===== config.mk =====
export PLATFORM = sky130hd
export DESIGN_NAME = asr_host
export DESIGN_NICKNAME = d
export VERILOG_FILES = /design/src/design/asr_pkg.sv /design/src/design/asr_sync.sv /design/src/design/asr_host.sv
export SDC_FILE = /design/constraint.sdc
export NUM_CORES = 1
export LEC_CHECK = 0
export BUFFER_PORTS_ARGS = -buffer_cell sky130_fd_sc_hd__buf_2
export CORE_ASPECT_RATIO = 1.4
export CORE_UTILIZATION = 54
export DETAILED_ROUTE_END_ITERATION = 7
export GPL_ROUTABILITY_DRIVEN = 0
export GPL_TIMING_DRIVEN = 0
export PLACE_DENSITY = 0.89
export SLEW_MARGIN = 20
export SYNTH_ARGS = -nofsm -noshare
export SYNTH_HDL_FRONTEND = slang
export SYNTH_SLANG_ARGS = --single-unit

===== constraint.sdc =====
create_clock -name clock -period 2.4 [get_ports clock]
set_input_delay 0.12 -clock clock [delete_from_list [all_inputs] [get_ports clock]]
set_output_delay 0.12 -clock clock [all_outputs]
set_load 0.005 [all_outputs]

===== src/design/asr_pkg.sv =====
// constants for the asynchronous sram host controller
package asr_pkg;
    localparam int CLK_PERIOD_NS = 25;
    localparam int ADDR_W = 17;
    localparam int DATA_W = 32;
    localparam int LANES = 4;
    // timing figures in ns
    localparam int ADDRESS_ACCESS_TIME_NS = 25;
    localparam int DESELECT_TO_FLOAT_TIME_NS = 12;
    localparam int MIN_CYCLE_TIME_NS = 25;
    localparam int WRITE_PULSE_WIDTH_NS = 19;
    localparam int WRITE_RECOVERY_WIDTH_NS = 6;
    localparam int ADDRESS_SETUP_TO_WRITE_START_NS = 0;
    localparam int DATA_HOLD_AFTER_WRITE_NS = 5;
    localparam int ADDRESS_HOLD_AFTER_WRITE_NS = 0;
    // least times rounded up to cycles, at least one
    function automatic int cyc_up(input int ns);
        int c;
        c = (ns + CLK_PERIOD_NS - 1) / CLK_PERIOD_NS;
        return (c < 1) ? 1 : c;
    endfunction
    localparam int ACCESS_CYC = cyc_up(ADDRESS_ACCESS_TIME_NS);
    localparam int FLOAT_CYC = cyc_up(DESELECT_TO_FLOAT_TIME_NS);
    localparam int CYCLE_CYC = cyc_up(MIN_CYCLE_TIME_NS);
    localparam int PULSE_CYC = cyc_up(WRITE_PULSE_WIDTH_NS);
    localparam int RECOV_CYC = cyc_up(WRITE_RECOVERY_WIDTH_NS);
    localparam int SETUP_CYC = cyc_up(ADDRESS_SETUP_TO_WRITE_START_NS);
    localparam int HOLD_CYC = cyc_up((DATA_HOLD_AFTER_WRITE_NS > ADDRESS_HOLD_AFTER_WRITE_NS) ?
        DATA_HOLD_AFTER_WRITE_NS : ADDRESS_HOLD_AFTER_WRITE_NS);
    // three flops plus the agreement stage before data is usable
    localparam int SYNC_CYC = 4;
    localparam int CNT_W = 4;
    localparam logic [3:0] ALL_HIGH4 = 4'hF;
    typedef enum {ST_IDLE, ST_RSETUP, ST_RWAIT, ST_WSETUP, ST_WPULSE, ST_WHOLD, ST_FLOAT} asr_state_t;
endpackage


===== src/design/asr_sync.sv =====
// three-stage input synchroniser with agreement filter
`timescale 1ns/100ps
module asr_sync #(
    parameter int W = 32
) (
    input wire logic clock,             // system clock
    input wire logic resetn,            // sync reset, active low
    input wire logic [W-1:0] din,       // asynchronous input
    output logic [W-1:0] dout           // filtered level
);
    logic [W-1:0] s1;
    logic [W-1:0] s2;
    logic [W-1:0] s3;
    logic [W-1:0] next_dout;

    always_comb
    begin
        next_dout = dout;
        if (s2 == s3)
        begin
            next_dout = s3;
        end
    end

    always_ff @(posedge clock)
    begin
        if (!resetn)
        begin
            s1 <= '0;
            s2 <= '0;
            s3 <= '0;
            dout <= '0;
        end
        else
        begin
            s1 <= din;
            s2 <= s1;
            s3 <= s2;
            dout <= next_dout;
        end
    end
endmodule


===== src/design/asr_host.sv =====
// host-side controller driving an asynchronous 128k x 32 sram
`timescale 1ns/100ps
// Function
// - read only with select low, output enable low, store strobe high
// - consecutive reads may keep select low and just change address
// - host sets select valid no later than the read address change
// - for select-started reads, address valid by select falling edge
// - write occurs during overlap of low store strobe and low select
// - between writes at least one control returns high then low
// - host keeps strobe and select low together for write pulse width
// - host keeps controlling signal high for write recovery width
// - address valid setup before write start, stable during write
// - data valid before write end, address valid before write end
// - host holds address and data after write end
// - cycle times apply per byte-wide die
module asr_host (
    input wire logic clock,                              // 40 MHz clock
    input wire logic resetn,                             // sync reset, active low
    input wire logic reqValid,                           // request strobe
    input wire logic reqWrite,                           // 1 write, 0 read
    input wire logic [asr_pkg::ADDR_W-1:0] reqAddr,      // word address
    input wire logic [asr_pkg::DATA_W-1:0] reqData,      // write data
    input wire logic [asr_pkg::LANES-1:0] reqLanes,      // byte lanes to access
    output logic reqReady,                               // idle, can take request
    output logic rspValid,                               // read data pulse
    output logic [asr_pkg::DATA_W-1:0] rspData,          // read data
    output logic [asr_pkg::ADDR_W-1:0] memAddr,          // sram address
    output logic [asr_pkg::LANES-1:0] die_select_n,      // per-die select, low active
    output logic storeStrobe_n,                          // write strobe, low active
    output logic outputEnable_n,                         // output drive enable, low active
    input wire logic [asr_pkg::DATA_W-1:0] memDataIn,    // data pins in
    output logic [asr_pkg::DATA_W-1:0] memDataOut,       // data pins out
    output logic memDataOe                               // high while host drives data
);
    asr_pkg::asr_state_t state;
    asr_pkg::asr_state_t next_state;
    logic [asr_pkg::CNT_W-1:0] count;
    logic [asr_pkg::CNT_W-1:0] next_count;
    logic next_reqReady;
    logic next_rspValid;
    logic [asr_pkg::DATA_W-1:0] next_rspData;
    logic [asr_pkg::ADDR_W-1:0] next_memAddr;
    logic [asr_pkg::LANES-1:0] next_die_select_n;
    logic next_storeStrobe_n;
    logic next_outputEnable_n;
    logic [asr_pkg::DATA_W-1:0] next_memDataOut;
    logic next_memDataOe;
    logic [asr_pkg::DATA_W-1:0] dataSync;
    logic [asr_pkg::LANES-1:0] lanes;
    logic [asr_pkg::LANES-1:0] next_lanes;

    // --------------------------------------------
    // data pin synchroniser
    // --------------------------------------------
    asr_sync #(
        .W(asr_pkg::DATA_W)
    ) u_sync (
        .clock(clock),
        .resetn(resetn),
        .din(memDataIn),
        .dout(dataSync)
    );

    // --------------------------------------------
    // cycle sequencer
    // --------------------------------------------
    always_comb
    begin
        next_state = state;
        next_count = count;
        next_reqReady = reqReady;
        next_rspValid = 1'b0;
        next_rspData = rspData;
        next_memAddr = memAddr;
        next_die_select_n = die_select_n;
        next_storeStrobe_n = storeStrobe_n;
        next_outputEnable_n = outputEnable_n;
        next_memDataOut = memDataOut;
        next_memDataOe = memDataOe;
        if (count != '0)
        begin
            next_count = count - 1'b1;
        end
        case (state)
            asr_pkg::ST_IDLE:
            begin
                if (reqValid && reqReady)
                begin
                    next_reqReady = 1'b0;
                    next_memAddr = reqAddr;
                    // address set while select still high
                    next_count = asr_pkg::CNT_W'(asr_pkg::SETUP_CYC - 1);
                    if (reqWrite)
                    begin
                        next_memDataOut = reqData;
                        next_memDataOe = 1'b1;
                        next_outputEnable_n = 1'b1;
                        next_state = asr_pkg::ST_WSETUP;
                    end
                    else
                    begin
                        next_state = asr_pkg::ST_RSETUP;
                    end
                end
            end
            asr_pkg::ST_RSETUP:
            begin
                if (count == '0)
                begin
                    next_die_select_n = ~lanes;
                    next_storeStrobe_n = 1'b1;
                    next_outputEnable_n = 1'b0;
                    // access time plus sync and agreement stages
                    next_count = asr_pkg::CNT_W'(asr_pkg::ACCESS_CYC + asr_pkg::SYNC_CYC);
                    next_state = asr_pkg::ST_RWAIT;
                end
            end
            asr_pkg::ST_RWAIT:
            begin
                if (count == '0)
                begin
                    next_rspData = dataSync;
                    next_rspValid = 1'b1;
                    next_die_select_n = asr_pkg::ALL_HIGH4;
                    next_outputEnable_n = 1'b1;
                    next_count = asr_pkg::CNT_W'(asr_pkg::FLOAT_CYC);
                    next_state = asr_pkg::ST_FLOAT;
                end
            end
            asr_pkg::ST_WSETUP:
            begin
                if (count == '0)
                begin
                    // strobe-controlled write, select falls with it
                    next_die_select_n = ~lanes;
                    next_storeStrobe_n = 1'b0;
                    next_count = asr_pkg::CNT_W'(asr_pkg::PULSE_CYC - 1);
                    next_state = asr_pkg::ST_WPULSE;
                end
            end
            asr_pkg::ST_WPULSE:
            begin
                if (count == '0)
                begin
                    next_storeStrobe_n = 1'b1;
                    next_die_select_n = asr_pkg::ALL_HIGH4;
                    next_count = asr_pkg::CNT_W'(asr_pkg::HOLD_CYC - 1);
                    next_state = asr_pkg::ST_WHOLD;
                end
            end
            asr_pkg::ST_WHOLD:
            begin
                if (count == '0)
                begin
                    next_memDataOe = 1'b0;
                    next_count = asr_pkg::CNT_W'(asr_pkg::RECOV_CYC);
                    next_state = asr_pkg::ST_FLOAT;
                end
            end
            asr_pkg::ST_FLOAT:
            begin
                // recovery / float gap keeps per-die cycle time
                if (count == '0)
                begin
                    next_reqReady = 1'b1;
                    next_state = asr_pkg::ST_IDLE;
                end
            end
            default:
            begin
                next_state = asr_pkg::ST_IDLE;
            end
        endcase
    end

    // --------------------------------------------
    // lanes latched alongside the address
    // --------------------------------------------
    always_comb
    begin
        next_lanes = lanes;
        if (state == asr_pkg::ST_IDLE && reqValid && reqReady)
        begin
            next_lanes = reqLanes;
        end
    end

    always_ff @(posedge clock)
    begin
        if (!resetn)
        begin
            state <= asr_pkg::ST_IDLE;
            count <= '0;
            lanes <= '0;
            reqReady <= 1'b1;
            rspValid <= 1'b0;
            rspData <= '0;
            memAddr <= '0;
            die_select_n <= asr_pkg::ALL_HIGH4;
            storeStrobe_n <= 1'b1;
            outputEnable_n <= 1'b1;
            memDataOut <= '0;
            memDataOe <= 1'b0;
        end
        else
        begin
            state <= next_state;
            count <= next_count;
            lanes <= next_lanes;
            reqReady <= next_reqReady;
            rspValid <= next_rspValid;
            rspData <= next_rspData;
            memAddr <= next_memAddr;
            die_select_n <= next_die_select_n;
            storeStrobe_n <= next_storeStrobe_n;
            outputEnable_n <= next_outputEnable_n;
            memDataOut <= next_memDataOut;
            memDataOe <= next_memDataOe;
        end
    end
endmodule


# [Word level (Yosys, flattened, before mapping)]
# Cells that the tools add are included.
[totals] ff_bits=258 input_bits=89 out_inout_bits=90 wordCells=91
[classes] addsub=1 eq_ne=19 muxes=27 n_bitwise=1 n_reduce_logical=27
[ops] cell="$mux W32" n=6
[ops] cell="$pmux W32 S6" n=1
[ops] cell="$eq A32 B3 Y1 const B" n=3
[ops] cell="$eq A32 B2 Y1 const B" n=2
[ops] cell="$logic_not A32 Y1" n=2
[ops] cell="$eq A32 B1 Y1 const B" n=1
[ops] cell="$eq A32 B32 Y1" n=1
[ops] cell="$mux W4" n=7
[ops] cell="$ne A2 B2 Y1 const B" n=8
[ops] cell="$pmux W4 S4" n=1
[ops] cell="$reduce_and A3 Y1" n=4
[ops] cell="$reduce_or A2 Y1" n=5
[ops] cell="$ne A2 B1 Y1 const B" n=4
[ops] cell="$pmux W4 S2" n=1
[ops] cell="$reduce_bool A2 Y1" n=4
[ops] cell="$mux W1" n=6
[ops] cell="$pmux W1 S2" n=3
[ops] cell="$reduce_and A2 Y1" n=3
[ops] cell="$reduce_and A6 Y1" n=1
[ops] cell="$reduce_and A5 Y1" n=1
[ops] cell="$logic_not A4 Y1" n=1
[ops] cell="$not A4 Y4" n=1
[ops] cell="$reduce_and A4 Y1" n=1
[ops] cell="$reduce_bool A4 Y1" n=1
[ops] cell="other kinds (5)" n=7

# [Logic depth before layout (Yosys ltp)]
[logic_depth] depth_word=4 ltp_mapped=10 depth_no_buf=10

# [Hierarchy]
# Synthesis repeated with hierarchy kept, for this count alone.
[unflattened] hier_cells=869 hier_area_um2=8046.5
[modules_own_cells] mod="asr_sync" instances=1 cells_each=384 area_each_um2=4186.5 seq_area_each_um2=2562.5
[modules_own_cells] mod="asr_host" instances=1 cells_each=485 area_each_um2=3860.0 seq_area_each_um2=2021.9

# [Least setup slack after synthesis]
# No wires, ideal clock.
[synth_path] path_type="register -> register" startpoint="register count[0] (netlist bit)" endpoint="register count[0] (netlist bit)" setup_ps=115 arrival_time_ps=1779 required_ps=2285 slack_ps=506 stages_incl_launch_ff=9 path_buffers=0 period_less_slack_ps=1894 cell_sequence="dfxtp_1 inv_1 ha_1 nor3b_2 inv_1 ha_1 a221o_1 a22o_1 and2_1"
[synth_between] elab_chain_cells=4 elab_cells_between_ends=9 classes_between="add/sub (1); mux (6); reduce/logical (2)"
[synth_rtl] element="start: declaration" line="asr_host.sv:37" text="logic [asr_pkg::CNT_W-1:0] count;"
[synth_rtl] element="start signal: assignment" line="asr_host.sv:208" text="count <= next_count;"
[synth_rtl] element="$sub A4 B1 Y4 or $reduce_bool A4 Y1 (tied branches)" line="asr_host.sv:82, asr_host.sv:80"
[synth_rtl] element="$mux W4" line="asr_host.sv:80" text="if (count != '0)"
[synth_rtl] element="$mux W4, on equally long branches"
[synth_rtl] element="$pmux W4 S4 *" line="asr_host.sv:84" text="case (state)"
# Mark *: on every way between the ends. The rest lies on a longest branch, timed or not.
# A chain may end at the register's enable or synchronous reset.

# [Worst setup path in the final report]
# Same ends and word-level chain as after synthesis.

==> impl_metrics.yaml <==
outcome:
  status: "finished, final reports clean"
hold_path:
  hold_class: "primary input to register"
  hp-start: "reqWrite"
  whs_endpoint: "state[1]$_SDFFE_PN0P_"
  hold_depth: 4
placement:
  io_buffers: 177
  place_area_um2: 9260
  post-dp-hpwl_um: 13600
  place_inst: 1226
synthesis:
  postSynthCellCount: 860
  ys_warn_count: 0
  syn_area_um2: 8140
  syn_nets: 952
  ys_seq_elements: 229
  ys_seq_area_share_pct: 56.3
  syn_area_per_cell_um2: 9.47
  synth.distinct_cells: 39
clock_network:
  cts_buffer_depth: 3
  cts_setup_buffers: 0
  clk_latency_ns: 0.49
  htree_levels: 1
  cts_sinks: 229
  cts_tree: "yes"
  clk_pin_slew_ns: 0.06
  ctsRootBufferMaster: "clkbuf_16"
  numCtsBuffers: 20
worst_setup_path:
  startpoint: "count[0]$_SDFF_PN0_"
  cp-start-kind: "register"
  required_ns: 2.78
  cp_top_family: "simple AND/OR/NAND/NOR gates"
  cp_cell_sequence: "inv_1 -> ha_1 -> nor3b_2 -> inv_1 -> ha_1 -> a221o_1 -> a22o_1 -> and2_1"
  r2r_end: "count[0]$_SDFF_PN0_"
  crit_type: "register to register"
  crit-reg2reg-launch: "count[0]$_SDFF_PN0_"
  critPathSlowestCell: "nor3b_2"
  endpoint_kind: "register"
  reg2reg_slack_ns: 0.17
  r2r.worst_path.cells: 8
  cpPeakStageDelay_ns: 0.41
  critical_path.max_fanout: 7
  crit_arrival_ns: 2.61
  crit_buf_inv: 2
  path_depth: 8
grt:
  grt_max_degree: 17
  antenna_found_initial: 0
  grt_pass1_wl_um: 33100
  grt_pass1_vias: 6953
  grt-ovfl-total: 0
  grtUsageTotal_pct: 26.9
floorplanning:
  io_pins: 179
  die_w_um: 106
  start_util_pct: 55.9
  core_um2: 14600
  fp.dieArea_um2: 15600
  die_height_um: 147
  std_cell_rows: 52
sta:
  finalSetupTns_ns: 0
  finalCriticalPeriod_ns: 2.23
  finalCritPeriodShare_pct: 92.9
  fin_skew_ns: 0.0115
  report.final.hold_viol_count: 0
  rsz0062_at_grt: "false"
  slew_headroom_pct: 58.3
  final_max_slew_viol_count: 0
  setup_viol: 0
  fmax_mhz: 449
  worst_pin_slew_ns: 0.625
drt:
  final_antenna_net_count: 0
  wl_per_cell_um: 15.7
  totalWireLength_um: 21100
  route.vias.total: 6904
  first_pass_iters: 5
  drc: 0
  first_iter_violations: 479
  routed_via_density: 5.13
cells_and_area:
  fin_area_um2: 10700
  antennaDiodeCount: 0
  stdcell_count: 1347
  layout.nets: 1236
  final_cell_mix: "nand2_1 (246), dfxtp_1 (229), buf_2 (189)"
  layout_commonest_cell: "nand2_1"
  drive_gt1_share_pct: 19.9
  regArea_um2: 4580
  fillers: 965
  area_growth_pct: 31.9
  multiInputGateArea_um2: 3270
job:
  cap_viol_max_count: 0
power_and_ir_drop:
  power_density_nw_per_um2: 847
  total_power_mw: 9.10
  power_leakage_nw: 4.63
  vdd_drop_max_mv: 0.524
-- registers in the layout, indices dropped and copies added (netlist names) --
name	count
memAddr	17
memDataOe	1
reqReady	1
u_sync.s1	32
u_sync.dout	32
count	4
memDataOut	32
storeStrobe_n	1
u_sync.s3	32
state	3
lanes	4
outputEnable_n	1
u_sync.s2	32
rspData	32
rspValid	1
die_select_n	4
-- how the worst max path moves through the flow --
stage / endpoint / slack [ns]
floorplan: count[0]$_SDFF_PN0_ / 0.51
global placement: count[0]$_SDFF_PN0_ / 0.27
detailed placement: count[0]$_SDFF_PN0_ / 0.21
CTS: count[0]$_SDFF_PN0_ / 0.19
global route: count[0]$_SDFF_PN0_ / 0.009
finish: count[0]$_SDFF_PN0_ / 0.17
-- final cells by class --
type,instances,share of cell area [%]
clock inverters,8,0.373
flip-flops and latches,229,42.7
plain buffers,58,2.48
repair buffers,262,16.2
well taps,189,2.20
inverters,6,0.210
multi-input cells,567,30.4
clock buffers,28,5.42
-- cells by family after synthesis --
logic type	synth area share, %
and+or+nand+nor	22.0
muxes	3.93
DFF	56.3
xor gates and xnor gates	3.55
adders and majority gates	0.461
buffers and inverters	3.55
AOI/OAI and AO/OA	10.2
-- worst min-delay path: cells and delay by family --
family | cells | cell delay, ns
AOI/OAI and AO/OA | 2 | 0.27
buffers and inverters | 1 | 0.13
and+or+nand+nor | 1 | 0.05
-- cells in the mapped netlist (all sizes together) --
library cell	instances	share of area [%]
xor2	1	0.11
buf	17	1.4
xnor2	32	3.4
a221o	1	0.12
ha	3	0.46
a21boi	85	7.8
mux2i	32	3.9
o32ai	1	0.11
a31oi	3	0.23
o2111a	1	0.14
a21oi	12	0.74
nor4	2	0.15
nor3b	2	0.25
and2	100	7.7
nand3	3	0.18
and3	2	0.15
or3	2	0.15
nand4b	4	0.43
dfxtp	229	56
a22o	1	0.11
nor2b	3	0.23
o21ai	9	0.55
inv	6	0.28
clkbuf	41	1.9
nand4	8	0.61
nand2b	2	0.15
nor3	3	0.32
o221a	1	0.14
or2	2	0.15
nand2	246	11
a32oi	1	0.11
nor2	4	0.18
o41ai	1	0.11
-- metrics by stage --
stage / utilization [%] / hold WS (ns) / setup slack, ns
5_1_grt: 73.7 / 0.159 / 0.00854
3_5_place_dp: 63.6 / 0.329 / 0.212
2_1_floorplan: - / 0.247 / 0.506
6_report: 73.7 / 0.114 / 0.171
4_1_cts: 73.7 / 0.0964 / 0.192
3_3_place_gp: 63.6 / 0.329 / 0.274
-- per-layer routing --
layer  global-route usage, %  vias up  wire [um]  part of all wire (%)
li1                        -     3340          -                     -
met1                    26.3     3203       7700                    36
met2                    51.3      293      10900                    52
met3                    5.55       68       1360                   6.4
met4                    15.6        0       1110                   5.3
met5                       0        -          0                     0
-- where the power goes --
part / leakage, nW / switching, mW / total (mW) / internal [mW]
clock network: 0.316 / 1.32 / 3.02 / 1.70
logic: 2.45 / 1.08 / 1.83 / 0.745
registers: 1.87 / 0.165 / 4.25 / 4.08
-- timing repair --
item / CTS / global route
resized for setup: 0 / 0
hold buffers: 85 / 0
hold endpoints to repair: 85 / 0
Power figures use the tool's default switching activity.
